File: src/rtl/ssm_pkg.sv
// constants, types and register map of the safe stop monitor
// assumes a single 25 MHz clock and an AXI4-Lite master on the register side
package ssm_pkg;

    // timing
    localparam int CLK_PERIOD_NS  = 40;
    localparam int TICK_PERIOD_NS = 1_000_000;
    localparam int TICK_CYCLES    = TICK_PERIOD_NS / CLK_PERIOD_NS;
    localparam int TICKS_PER_S    = 1_000_000_000 / TICK_PERIOD_NS;

    // register offsets (byte addresses)
    localparam int          ADDR_W        = 8;
    localparam logic [7:0]  ADDR_CTRL     = 8'h00;
    localparam logic [7:0]  ADDR_RAMP     = 8'h04;
    localparam logic [7:0]  ADDR_TRIP     = 8'h08;
    localparam logic [7:0]  ADDR_STILL    = 8'h0C;
    localparam logic [7:0]  ADDR_STATUS   = 8'h10;
    localparam logic [7:0]  ADDR_IRQ_STAT = 8'h14;
    localparam logic [7:0]  ADDR_IRQ_MASK = 8'h18;

    // field positions
    localparam int CTRL_PAIR_LSB   = 0;
    localparam int CTRL_PAIR_RAMP  = 2;
    localparam int CTRL_SW_RAMP    = 3;
    localparam int RAMP_VALUE_LSB  = 0;
    localparam int RAMP_UNIT_LSB   = 16;
    localparam int STAT_STATE_LSB  = 0;
    localparam int STAT_TORQUE_OFF = 3;
    localparam int STAT_FAULT_LSB  = 8;
    localparam int IRQ_OFF         = 0;
    localparam int IRQ_FAULT       = 1;
    localparam int IRQ_RAMP        = 2;

    // reset values
    localparam logic [3:0]  CTRL_RST  = 4'h0;
    localparam logic [11:0] VALUE_RST = 12'h00A;
    localparam logic [1:0]  UNIT_RST  = 2'h0;
    localparam logic [15:0] TRIP_RST  = 16'h0032;
    localparam logic [15:0] STILL_RST = 16'h000A;
    localparam logic [2:0]  MASK_RST  = 3'h0;

    // safety input pair selection
    localparam logic [1:0] PAIR_NONE      = 2'h0;
    localparam logic [1:0] PAIR_THREE_FOUR = 2'h1;
    localparam logic [1:0] PAIR_FIVE_SIX  = 2'h2;

    // stop_ramp_unit codes and their weight in Hz/s
    localparam logic [1:0] UNIT_1   = 2'h0;
    localparam logic [1:0] UNIT_10  = 2'h1;
    localparam logic [6:0] MULT_1   = 7'h01;
    localparam logic [6:0] MULT_10  = 7'h0A;
    localparam logic [6:0] MULT_100 = 7'h64;

    localparam logic [7:0] FAULT_NONE    = 8'h00;
    localparam logic [7:0] FAULT_SAFETY  = 8'h01;
    localparam logic [1:0] RESP_OKAY     = 2'h0;
    localparam logic [1:0] RESP_SLVERR   = 2'h2;

    typedef enum logic [2:0] {
        ST_RUN  = 3'b001,
        ST_RAMP = 3'b010,
        ST_OFF  = 3'b100
    } ssm_state_t;

    typedef struct packed {
        logic              awvalid;
        logic [ADDR_W-1:0] awaddr;
        logic              wvalid;
        logic [31:0]       wdata;
        logic [3:0]        wstrb;
        logic              bready;
        logic              arvalid;
        logic [ADDR_W-1:0] araddr;
        logic              rready;
    } ssm_axi_req_t;

    typedef struct packed {
        logic        awready;
        logic        wready;
        logic        bvalid;
        logic [1:0]  bresp;
        logic        arready;
        logic        rvalid;
        logic [31:0] rdata;
        logic [1:0]  rresp;
    } ssm_axi_rsp_t;

    // all safety pins are active low: low requests the stop
    typedef struct packed {
        logic torque_off_n;
        logic safety_input_three_n;
        logic safety_input_four_n;
        logic safety_input_five_n;
        logic safety_input_six_n;
    } ssm_pins_t;

    localparam ssm_pins_t PINS_SAFE = '0;

    typedef struct packed {
        ssm_pins_t meta;
        ssm_pins_t sync;
    } ssm_sync_t;

    typedef struct packed {
        logic [31:0] count;
        logic        tick;
    } ssm_tick_t;

    typedef struct packed {
        ssm_state_t        st;
        logic [31:0]       lim;
        logic              run_prev;
        logic              torque_off;
        logic              power_en;
        logic              ramp_stop;
        logic [7:0]        fault;
        logic [2:0]        irq_stat;
        logic [2:0]        irq_mask;
        logic              irq;
        logic [3:0]        ctrl;
        logic [1:0]        unit;
        logic [11:0]       value;
        logic [15:0]       trip;
        logic [15:0]       still;
        logic              aw_got;
        logic [ADDR_W-1:0] awaddr;
        logic              w_got;
        logic [31:0]       wdata;
        logic [3:0]        wstrb;
        ssm_axi_rsp_t      rsp;
    } ssm_regs_t;

endpackage : ssm_pkg

File: src/rtl/ssm_sync.sv
// two-stage synchroniser for the safety pins
// assumes the pins are asynchronous to aclk
`timescale 1ns/1ps
`default_nettype none
module ssm_sync
    import ssm_pkg::*;
(
    // clock and reset
    input  wire logic      aclk,
    input  wire logic      aresetn,
    // pins and synchronised copy
    input  wire ssm_pins_t pins,
    output var  ssm_pins_t pins_s
);
    ssm_sync_t q;
    ssm_sync_t d;

    always_comb begin
        d      = q;
        d.meta = pins;
        d.sync = q.meta;
    end

    // reset holds every request active so the drive starts torque-free
    always_ff @(posedge aclk) begin
        if (!aresetn) begin
            q <= '{meta: PINS_SAFE, sync: PINS_SAFE};
        end else begin
            q <= d;
        end
    end

    assign pins_s = q.sync;
endmodule : ssm_sync
`default_nettype wire

File: src/rtl/ssm_tick.sv
// divider giving a one-cycle enable at the ramp update rate
// assumes clr comes from logic on the same clock
`timescale 1ns/1ps
`default_nettype none
module ssm_tick
    import ssm_pkg::*;
#(
    parameter int CYC = TICK_CYCLES
) (
    // clock and reset
    input  wire logic aclk,
    input  wire logic aresetn,
    // control
    input  wire logic clr,
    output var  logic tick
);
    ssm_tick_t q;
    ssm_tick_t d;

    if (CYC < 2) begin : g_chk
        $error("ssm_tick: CYC must be at least 2");
    end

    always_comb begin
        d      = q;
        d.tick = 1'b0;
        if (clr || q.count == 32'(CYC - 1)) begin
            d.count = '0;
            d.tick  = !clr;
        end else begin
            d.count = q.count + 32'h0000_0001;
        end
    end

    always_ff @(posedge aclk) begin
        if (!aresetn) begin
            q <= '0;
        end else begin
            q <= d;
        end
    end

    assign tick = q.tick;
endmodule : ssm_tick
`default_nettype wire

File: src/rtl/ssm_top.sv
// safe stop monitor: torque-off and supervised ramp stop with AXI4-Lite registers
// assumes stator_freq and run_cmd are produced on aclk; safety pins are asynchronous
`timescale 1ns/1ps
`default_nettype none

// Function
// RQ1: the dedicated torque-off pin always requests torque-off, never remappable.
// RQ2: a chosen safety input pair, three/four or five/six, can also request it.
// RQ3: torque-off removes motor power only; control logic keeps running.
// RQ4: torque-off acts at once, without any controlled deceleration first.
// RQ5: outside logic blocks automatic restart after torque-off is released.
// RQ6: a running ramp stop overrides everything except torque-off.
// RQ7: ramp unit selects 1, 10 or 100 Hz/s.
// RQ8: supervised rate is unit times ramp value given in tenths.
// RQ9: until standstill, speed must stay at or below the supervised limit.
// RQ10: exceeding the limit raises the safety fault code and torque-off.
// RQ11: reaching the standstill level during the ramp stop triggers torque-off.
// RQ12: the ramp stop runs to completion even if its request is withdrawn.
// RQ13: all speed checks use the measured stator frequency.
// RQ14: after a stop the motor stays off until a fresh run command edge.
// RQ15: outside logic blocks automatic restart after a category 1 stop.
// RQ16: emergency reset only permits restart, by manual action at its origin.
// RQ17: limit is start frequency minus rate times time plus trip threshold.
module ssm_top
    import ssm_pkg::*;
#(
    parameter int TICK_CYC = TICK_CYCLES
) (
    // clock and reset
    input  wire logic         aclk,
    input  wire logic         aresetn,
    // register bus
    input  wire ssm_axi_req_t axi_req,
    output var  ssm_axi_rsp_t axi_rsp,
    // safety pins
    input  wire ssm_pins_t    safety_pins,
    // drive side
    input  wire logic         run_cmd,
    input  wire logic [15:0]  stator_freq,
    output var  logic         torque_off,
    output var  logic         power_en,
    output var  logic         ramp_stop,
    output var  logic [7:0]   fault_code,
    output var  logic         irq
);
    localparam ssm_axi_rsp_t RSP_RST = '{awready: 1'b1, wready: 1'b1,
        arready: 1'b1, default: '0};
    localparam ssm_regs_t REGS_RST = '{st: ST_OFF, torque_off: 1'b1,
        run_prev: 1'b1, ctrl: CTRL_RST, unit: UNIT_RST, value: VALUE_RST,
        trip: TRIP_RST, still: STILL_RST, irq_mask: MASK_RST,
        fault: FAULT_NONE, rsp: RSP_RST, default: '0};

    ssm_regs_t   q;
    ssm_regs_t   d;
    ssm_pins_t   pins_s;
    logic        tick;
    logic        pair_hit;
    logic        sto_req;
    logic        ramp_req;
    logic        run_edge;
    logic [31:0] rate;
    logic [31:0] freq_f;
    logic        over;
    logic        at_still;
    logic [2:0]  clr;
    logic [2:0]  ev;
    logic [31:0] wm;
    logic [31:0] wr_word;

    if (TICK_CYC < 2) begin : g_chk
        $error("ssm_top: TICK_CYC must be at least 2");
    end

    ssm_sync u_sync (
        .aclk    (aclk),
        .aresetn (aresetn),
        .pins    (safety_pins),
        .pins_s  (pins_s)
    );

    // divider restarts on ramp entry so the first decrement is a full period late
    ssm_tick #(.CYC(TICK_CYC)) u_tick (
        .aclk    (aclk),
        .aresetn (aresetn),
        .clr     (q.st != ST_RAMP),
        .tick    (tick)
    );

    function automatic logic [6:0] unit_mult(input logic [1:0] u);
        case (u)
            UNIT_1:  unit_mult = MULT_1;
            UNIT_10: unit_mult = MULT_10;
            default: unit_mult = MULT_100;
        endcase
    endfunction : unit_mult

    // frequency in 0.1 Hz scaled to the sub-tick resolution of the limit
    function automatic logic [31:0] fine(input logic [15:0] f);
        fine = 32'(f) * 32'(TICKS_PER_S);
    endfunction : fine

    function automatic logic known(input logic [ADDR_W-1:0] a);
        case (a)
            ADDR_CTRL, ADDR_RAMP, ADDR_TRIP, ADDR_STILL,
            ADDR_STATUS, ADDR_IRQ_STAT, ADDR_IRQ_MASK: known = 1'b1;
            default: known = 1'b0;
        endcase
    endfunction : known

    function automatic logic [31:0] rd_word(input ssm_regs_t r, input logic [ADDR_W-1:0] a);
        rd_word = '0;
        case (a)
            ADDR_CTRL:     rd_word[3:0] = r.ctrl;
            ADDR_RAMP: begin
                rd_word[RAMP_VALUE_LSB +: 12] = r.value;
                rd_word[RAMP_UNIT_LSB +: 2]   = r.unit;
            end
            ADDR_TRIP:     rd_word[15:0] = r.trip;
            ADDR_STILL:    rd_word[15:0] = r.still;
            ADDR_STATUS: begin
                rd_word[STAT_STATE_LSB +: 3] = r.st;
                rd_word[STAT_TORQUE_OFF]     = r.torque_off;
                rd_word[STAT_FAULT_LSB +: 8] = r.fault;
            end
            ADDR_IRQ_STAT: rd_word[2:0] = r.irq_stat;
            ADDR_IRQ_MASK: rd_word[2:0] = r.irq_mask;
            default:       rd_word = '0;
        endcase
    endfunction : rd_word

    function automatic logic [31:0] merge(input logic [31:0] old, input logic [31:0] nw,
                                          input logic [3:0] strb);
        for (int i = 0; i < 4; i++) begin
            merge[8*i +: 8] = strb[i] ? nw[8*i +: 8] : old[8*i +: 8];
        end
    endfunction : merge

    // a pair input requests when either channel is low: one dead wire stops the drive
    always_comb begin
        case (q.ctrl[CTRL_PAIR_LSB +: 2])
            PAIR_THREE_FOUR: pair_hit = !pins_s.safety_input_three_n
                                     || !pins_s.safety_input_four_n; // [RQ2]
            PAIR_FIVE_SIX:   pair_hit = !pins_s.safety_input_five_n
                                     || !pins_s.safety_input_six_n;  // [RQ2]
            default:         pair_hit = 1'b0;
        endcase
    end

    assign sto_req  = !pins_s.torque_off_n
                   || (pair_hit && !q.ctrl[CTRL_PAIR_RAMP]);         // [RQ1] [RQ2]
    assign ramp_req = q.ctrl[CTRL_SW_RAMP] || (pair_hit && q.ctrl[CTRL_PAIR_RAMP]);
    assign run_edge = run_cmd && !q.run_prev;
    assign rate     = 32'(unit_mult(q.unit)) * 32'(q.value);         // [RQ7] [RQ8]
    assign freq_f   = fine(stator_freq);                             // [RQ13]
    assign over     = freq_f > q.lim;                                // [RQ9] [RQ17]
    assign at_still = stator_freq <= q.still;                        // [RQ11] [RQ13]
    assign wm       = q.wdata & {{8{q.wstrb[3]}}, {8{q.wstrb[2]}},
                                 {8{q.wstrb[1]}}, {8{q.wstrb[0]}}};
    assign wr_word  = merge(rd_word(q, q.awaddr), q.wdata, q.wstrb);

    always_comb begin
        d          = q;
        clr        = '0;
        d.run_prev = run_cmd;

        case (q.st)
            ST_RUN: begin
                if (sto_req) begin
                    d.st = ST_OFF;                                   // [RQ4]
                end else if (ramp_req) begin
                    d.st  = ST_RAMP;
                    d.lim = freq_f + fine(q.trip);                   // [RQ17]
                end
            end
            ST_RAMP: begin
                if (sto_req) begin
                    d.st = ST_OFF;                                   // [RQ6]
                end else if (over) begin
                    d.st    = ST_OFF;                                // [RQ10]
                    d.fault = FAULT_SAFETY;                          // [RQ10]
                end else if (at_still) begin
                    d.st = ST_OFF;                                   // [RQ11]
                end else if (tick) begin
                    d.lim = (q.lim > rate) ? q.lim - rate : '0;      // [RQ9] [RQ17]
                end
            end
            ST_OFF: begin
                if (!sto_req && !ramp_req && run_edge) begin
                    d.st    = ST_RUN;                                // [RQ14]
                    d.fault = FAULT_NONE;
                end
            end
            default: d.st = ST_OFF;
        endcase
        // withdrawing ramp_req has no path out of ST_RAMP [RQ12]

        d.torque_off = (d.st == ST_OFF) || sto_req;                  // [RQ4]
        d.power_en   = !d.torque_off;                                // [RQ3]
        d.ramp_stop  = d.st == ST_RAMP;

        // bus write: address and data in either order, answered once both are in
        if (axi_req.awvalid && q.rsp.awready) begin
            d.aw_got      = 1'b1;
            d.awaddr      = axi_req.awaddr;
            d.rsp.awready = 1'b0;
        end
        if (axi_req.wvalid && q.rsp.wready) begin
            d.w_got      = 1'b1;
            d.wdata      = axi_req.wdata;
            d.wstrb      = axi_req.wstrb;
            d.rsp.wready = 1'b0;
        end
        if (q.aw_got && q.w_got) begin
            d.aw_got     = 1'b0;
            d.w_got      = 1'b0;
            d.rsp.bvalid = 1'b1;
            d.rsp.bresp  = known(q.awaddr) ? RESP_OKAY : RESP_SLVERR;
            case (q.awaddr)
                ADDR_CTRL:     d.ctrl = wr_word[3:0];
                ADDR_RAMP: begin
                    d.value = wr_word[11:0];
                    d.unit  = wr_word[17:16];
                end
                ADDR_TRIP:     d.trip  = wr_word[15:0];
                ADDR_STILL:    d.still = wr_word[15:0];
                ADDR_IRQ_STAT: clr = wm[2:0];
                ADDR_IRQ_MASK: d.irq_mask = wr_word[2:0];
                default:       d.ctrl = q.ctrl;
            endcase
        end
        if (q.rsp.bvalid && axi_req.bready) begin
            d.rsp.bvalid  = 1'b0;
            d.rsp.awready = 1'b1;
            d.rsp.wready  = 1'b1;
        end

        if (axi_req.arvalid && q.rsp.arready) begin
            d.rsp.arready = 1'b0;
            d.rsp.rvalid  = 1'b1;
            d.rsp.rdata   = rd_word(q, axi_req.araddr);
            d.rsp.rresp   = known(axi_req.araddr) ? RESP_OKAY : RESP_SLVERR;
        end
        if (q.rsp.rvalid && axi_req.rready) begin
            d.rsp.rvalid  = 1'b0;
            d.rsp.arready = 1'b1;
        end

        // a new event outranks a same-cycle write-one-to-clear
        ev[IRQ_OFF]   = d.torque_off && !q.torque_off;
        ev[IRQ_FAULT] = d.fault == FAULT_SAFETY && q.fault != FAULT_SAFETY;
        ev[IRQ_RAMP]  = d.st == ST_RAMP && q.st != ST_RAMP;
        d.irq_stat    = (q.irq_stat & ~clr) | ev;
        d.irq         = |(d.irq_stat & d.irq_mask);
    end

    always_ff @(posedge aclk) begin
        if (!aresetn) begin
            q <= REGS_RST;
        end else begin
            q <= d;
        end
    end

    assign axi_rsp    = q.rsp;
    assign torque_off = q.torque_off;
    assign power_en   = q.power_en;
    assign ramp_stop  = q.ramp_stop;
    assign fault_code = q.fault;
    assign irq        = q.irq;
endmodule : ssm_top
`default_nettype wire

File: config.mk
export PLATFORM = sky130hd
export DESIGN_NAME = ssm_top
export DESIGN_NICKNAME = d
export VERILOG_FILES = /design/src/rtl/ssm_pkg.sv /design/src/rtl/ssm_sync.sv /design/src/rtl/ssm_tick.sv /design/src/rtl/ssm_top.sv
export SDC_FILE = /design/constraint.sdc
export NUM_CORES = 1
export LEC_CHECK = 0
export BUFFER_PORTS_ARGS = -buffer_cell sky130_fd_sc_hd__buf_2
export CORE_MARGIN = 1.5
export CORE_UTILIZATION = 63
export CTS_BUF_LIST = sky130_fd_sc_hd__clkbuf_16
export DETAILED_ROUTE_END_ITERATION = 10
export HOLD_SLACK_MARGIN = 0.12
export PLACE_DENSITY = 0.83
export SLEW_MARGIN = 20
export SYNTH_ARGS = -nofsm -noshare
export SYNTH_HDL_FRONTEND = slang
export SYNTH_HIERARCHICAL = 1
export SYNTH_SLANG_ARGS = --single-unit
File: constraint.sdc
create_clock -name aclk -period 7.4 [get_ports aclk]
set_input_delay 0 -clock aclk [delete_from_list [all_inputs] [get_ports aclk]]
set_output_delay 0 -clock aclk [all_outputs]
set_load 0.05 [all_outputs]
* Yosys cells after proc, flatten, opt, wreduce, memory -nomap -nowiden
Cells that the tools add are included.
** Storage, ports and cells
- Word-level logic and storage cells :: 178
- Input bits :: 81
- Memory bits (read-only) :: 0
- Memories :: 0
- Bits in writable memories :: 0
- Register bits after elaboration :: 205
- Bits in latches :: 0
** Cells by class
- Add/sub/neg operators :: 3
- Multipliers :: 3
- Magnitude comparators :: 3
- Equality and inequality tests :: 30
- Reduce and logical (&&, ||, !) cells :: 50
- Shift-type cells :: 0
- Bitwise gates (word level) :: 6
- Divide/modulo/power cells :: 0
- Mux-type cells :: 43
** Operators by type and width (count)
- 2-to-1 mux 32 bit :: 6
- one-hot mux 32 bit (2 select lines) :: 1
- == test 8 x 5 -> 1 bit (second input constant) :: 6
- one-hot mux 4 bit (3 select lines) :: 4
- multiplier 16 x 7 -> 23 bit (second input constant) :: 2
- 2-to-1 mux 8 bit :: 5
- 2-to-1 mux 35 bit :: 1
- adder 32 x 1 -> 32 bit (second input constant) :: 1
- == test 32 x 15 -> 1 bit (second input constant) :: 1
- == test 8 x 4 -> 1 bit (second input constant) :: 4
- greater-than comparator 26 x 32 -> 1 bit :: 1
- greater-than comparator 32 x 19 -> 1 bit :: 1
- subtractor 32 x 19 -> 32 bit :: 1
- adder 26 x 26 -> 27 bit :: 1
- 2-to-1 mux 3 bit :: 9
- one-hot mux 3 bit (7 select lines) :: 1
- multiplier 7 x 12 -> 19 bit :: 1
- == test 8 x 3 -> 1 bit (second input constant) :: 2
- less-or-equal comparator 16 bit :: 1
- logical NOT 8 bit :: 2
- one-hot mux 4 bit (4 select lines) :: 1
- one-hot mux 8 bit (2 select lines) :: 1
- logical AND 1 bit :: 14
- one-hot mux 7 bit (2 select lines) :: 1
- 31 further kinds :: 70

* Logic depth before layout (Yosys ltp)
- Depth after elaboration :: 16
- Depth in mapped cells :: 31
- Mapped depth without buffers :: 28

* By module
The synthesis kept the hierarchy.
** Modules (own cells, without submodules)
- ssm_top :: cells each 2129, instances 1, area each 17875.9 um^2
- ssm_tick :: cells each 185, instances 1, area each 1567.8 um^2
- ssm_sync :: cells each 20, instances 1, area each 262.8 um^2

* Worst setup path before layout
Ideal clock, no wire load.
- Path type :: register to register
- Start point :: reg q[131] (netlist name)
- End point :: reg q[175] (netlist name)
- Buffers on the path :: 3
- Period minus slack after synthesis :: 6676 ps
- Required time :: 7272 ps
- Slack :: 724 ps
- Library setup time :: 128 ps
- Cell stages (with the launch flop) :: 30
- Arrival time :: 6549 ps
- Cell sequence :: dfxtp_1 -> nor2b_1 -> clkbuf_1 -> nand2_1 -> inv_1 -> fa_1 -> inv_1 -> fa_1 -> fa_1 -> inv_1 -> fa_1 -> ha_1 -> a21oi_1 -> o21ai_0 -> a2111oi_0 -> nor3_1 -> a211oi_1 -> o21bai_1 -> xnor2_1 -> ha_1 -> a21oi_1 -> nor2b_1 -> or3_1 -> or4_1 -> o211ai_2 -> buf_6 -> buf_6 -> o22ai_1 -> a22oi_1 -> nor2_1
** On the way
- Cells in the longest elaborated chain, start to end :: 10
- Elaborated cells between the ends (all ways) :: 12
- Those cells by class :: 1 x add/sub; 1 x mul; 1 x order compare; 1 x eq/ne; 7 x mux; 1 x reduce/logical
** Ends and longest elaborated chain
- start: declaration :: line ssm_top.sv:53 : ssm_regs_t q;
- start signal: assignment :: line ssm_top.sv:258 : q <= REGS_RST;
- start signal: assignment :: line ssm_top.sv:260 : q <= d;
- == test 2 x 1 -> 1 bit / logical NOT 2 bit (equally long branches) :: line ssm_top.sv:90 : case (u)
- one-hot mux 7 bit (2 select lines) * :: line ssm_top.sv:90
- multiplier 7 x 12 -> 19 bit * :: line ssm_top.sv:153 : assign rate = 32'(unit_mult(q.unit)) * 32'(q.value);
- subtractor 32 x 19 -> 32 bit / greater-than comparator 32 x 19 -> 1 bit (equally long branches) :: line ssm_top.sv:184 : d.lim = (q.lim > rate) ? q.lim - rate : '0;
- 2-to-1 mux 32 bit * :: line ssm_top.sv:184
- 2-to-1 mux 32 bit * :: line ssm_top.sv:183 : end else if (tick) begin
- 2-to-1 mux 32 bit * :: line ssm_top.sv:181 : end else if (at_still) begin
- 2-to-1 mux 32 bit * :: line ssm_top.sv:178 : end else if (over) begin
- 2-to-1 mux 32 bit * :: line ssm_top.sv:176 : if (sto_req) begin
- one-hot mux 32 bit (2 select lines) * :: line ssm_top.sv:166 : case (q.st)
Every way passes the cells marked *; elsewhere a longest branch is shown, timed or not. The select of a mux whose other input is x is not followed.
A chain may end at the register's enable or synchronous reset.

* Worst setup path in the final report
- Start point :: in stator_freq[0]
- End point :: reg q[158] (netlist name)
** On the way
- Cells in the longest elaborated chain, start to end :: 4
- Elaborated cells between the ends (all ways) :: 6
- Those cells by class :: 1 x mul; 2 x order compare; 2 x eq/ne; 1 x reduce/logical
** Ends and longest elaborated chain
- start: declaration :: line ssm_top.sv:39 : input wire logic [15:0] stator_freq,
- multiplier 16 x 7 -> 23 bit :: line ssm_top.sv:99 : fine = 32'(f) * 32'(TICKS_PER_S);
- greater-than comparator 26 x 32 -> 1 bit :: line ssm_top.sv:155 : assign over = freq_f > q.lim;
- != test 2 bit (no line)
- AND reduction 7 bit (no line) *
Every way passes the cells marked *; elsewhere a longest branch is shown, timed or not.

==> metrics.txt <==
clock tree buffer depth=3; worst reg2reg startpoint=q[131]$_SDFFE_PN0P_; reg2reg setup slack=430 ps; crit path from=stator_freq[0]; die width=about 180 um; H-tree Lvls=1; critical path startpoint category=input pin; CP Class=in2reg; WHS Path Cells=5; cell count after synthesis=2334; Worst Skew=between 10 and 15 ps; Via density=6.19; RSZ-0062 raised after global routing=no; postcts setup bufs=0; Root Driver=clkbuf_16; cell mode on critical path=fa_1; Final ANT Viol Nets=0; slew at the pin closest to its max-slew limit=between 1000 and 1500 ps; Clock Pin Slew Worst Setup and Hold Paths=~60 ps; critical path data arrival time=between 7000 and 8000 ps; Via Count=around 18000; post-synthesis async set-or-reset flop share=0%; Worst R2R End=q[158]$_SDFFE_PN0P_; n_diodes=0; dpl cell area=between 20000 and 25000 um2; Starting Density=64.3%; final worst-path setup slack=a little over 400 ps; CP endpoint kind=flop; max_cap viols=0; Req. time, crit path=7780 ps; Rel. slew slack=~29%; synth warn=6; Reg2Reg Depth=29; Avg Cell Area, Syn=about 8.4 um2; fin. max-slew vios=0; Hold Path Sink=q[160]$_SDFFE_PN0P_; Yosys top cell by area=dfxtp_1; ranking of synthesized cells by area=dfxtp_1 (21%), ha_1 (15%), fa_1 (15%); final setup TNS=0 ps; area share of the largest cell type after synthesis=between 20 and 25%; Clock Sinks=~200; most instantiated cells after synthesis=inv_1 (256), ha_1 (236), nand2_1 (205); most frequent cell after synthesis=inv_1; Leak Pwr=approximately 0.010 uW; # DRC=0; total grt overflow=0; fin crit share=a little over nine tenths; achievable frequency=143 MHz; worst hold start=stator_freq[1]; Initial DRT Pass Iterations=7; Setup violations, final=0; # rows=64; gr usage total=between 30% and 40%; nets=2919; antenna violations before repair=2; I/O Buffers=between 100 and 150; Max IR drop VDD=about 0.3 mV; Max FO, Critical Path=22; Power Dens Cells=around 270 nW/um2; Area growth, synth to finish=11.3%; DP Worst Slack=about 120 ps; total wire length=57.6 mm; vias in the first global route=17564; synthesized flop and latch total=roughly 200; Max stage delay on crit path=about 530 ps; Starting DRT DRC Count=1721; slowest stage cell, crit path=dlygate4sd3_1; outcome=completed; Ports=around 130; die footprint=~32000 um2; Tmin final=roughly 7000 ps; design area=~22000 um2; cts bufs inserted=24; Post-synth top flop=dfxtp_1; chip height=approximately 180 um; final hold viol count=0; Netlist cell types=85; Post-Synthesis Cell Area=between 15000 and 20000 um2; hpwl dp=between 40 and 50 mm; Post-synth EDFFs=0; share of cells above drive strength 1=around a tenth; sequential share of the synthesized area=roughly a fifth; Core ar.=30700 um2; routed length per instance=approximately 20 um; HP Class=in2reg; CTS tree=built; first-pass GRT wire length=92.5 mm; RePlAce Congestion=0.968; largest net degree at the start of global routing=between 70 and 80; worst-skew pair later-pin latency=~540 ps
-- what timing repair did --
action                     in CTS  in global routing
setup endpoints to repair       0                 46
hold endpoints to repair       83                  0
hold buffers                   70                  0
resized for setup               0                 15
-- worst max-delay path by stage --
| stage | endpoint | cells past startpoint |
|---|---|---|
| finish | q[158]$_SDFFE_PN0P_ | 30 |
| global route | q[158]$_SDFFE_PN0P_ | 29 |
| CTS | q[158]$_SDFFE_PN0P_ | 29 |
| detailed placement | q[162]$_SDFFE_PN0P_ | 27 |
| global placement | q[181]$_SDFFE_PN0P_ | 28 |
| floorplan | q[175]$_SDFFE_PN0P_ | 29 |
-- state kept, by name, summed over array words and instances (netlist names), 5 cells and up --
signal and cells:
u_sync/d 5, u_sync/pins_s 5, axi_rsp 25, q 123, u_tick/q 32, fault_code 8
-- cell usage in the layout (no fill, tap or decap), drive strengths merged, types with 24 or more instances in the layout --
cell / instances
a211oi: 60
clkbuf: 25
dfxtp: 203
xnor2: 63
and2: 46
ha: 236
inv: 258
o21ai: 85
a21oi: 188
or3: 27
dlygate4sd3: 70
a21o: 24
fa: 146
nand2: 205
nor2: 176
nor2b: 24
nor3: 38
buf: 135
nand3: 67
xor2: 30
-- cells by family after synthesis --
| family | count (synthesis) | synth area share (%) |
|---|---|---|
| buffers and inverters | 381 | 8.36 |
| other | 1 | 0.0190 |
| AO/OA/AOI/OAI | 530 | 17.2 |
| XOR/XNOR | 93 | 4.13 |
| AND/OR/NAND/NOR | 703 | 17.5 |
| adder cells (fa/ha/maj) | 382 | 29.8 |
| flip-flops | 203 | 20.6 |
| multiplexers | 41 | 2.39 |
-- worst max-delay path, delay by kind of cell --
family                     cells  cell delay, ps
AOI/OAI and AO/OA              8            1590
buffers and inverters          6            1140
adders and majority gates      6            2720
xor gates and xnor gates       1             190
and+or+nand+nor                9            1710
-- layout make-up --
class | instances | area (um2)
inverter | 257 | 966
fill | 2295 | 8740
sequential | 203 | 4070
tap | 396 | 495
clock inverter | 19 | 160
clock buffer | 25 | 626
timing repair buffer | 205 | 1490
multi-input combinational | 1765 | 14100
-- per-stage QoR --
stage | util [%] | hold WS, ps | std cells | total power (uW)
floorplan | - | 73.0 | 2349 | 3540
global placement | 66.5 | 206 | 2756 | 4510
detailed placement | 66.5 | 209 | 2756 | 4540
CTS | 71.3 | 205 | 2870 | 5750
global route | 71.5 | 256 | 2870 | 6320
finish | 71.5 | 206 | 2870 | 5910
-- report_power, final --
group / switching [uW] / total, uW / leakage [uW] / internal (uW)
Combinational: 2240 / 3590 / 0.00807 / 1350
Clock: 499 / 1190 / 0.000381 / 686
Sequential: 23.4 / 1130 / 0.00165 / 1110
Total: 2770 / 5910 / 0.0101 / 3140
-- layer usage --
layer	up-vias	share of wire, %	global-route usage (%)
met1	8411	41	46.9
met2	865	45	57.0
met3	180	9.0	6.58
met5	-	0.026	0
met4	2	5.1	16.0
li1	8293	-	-
(Power assumes the default switching activity.)
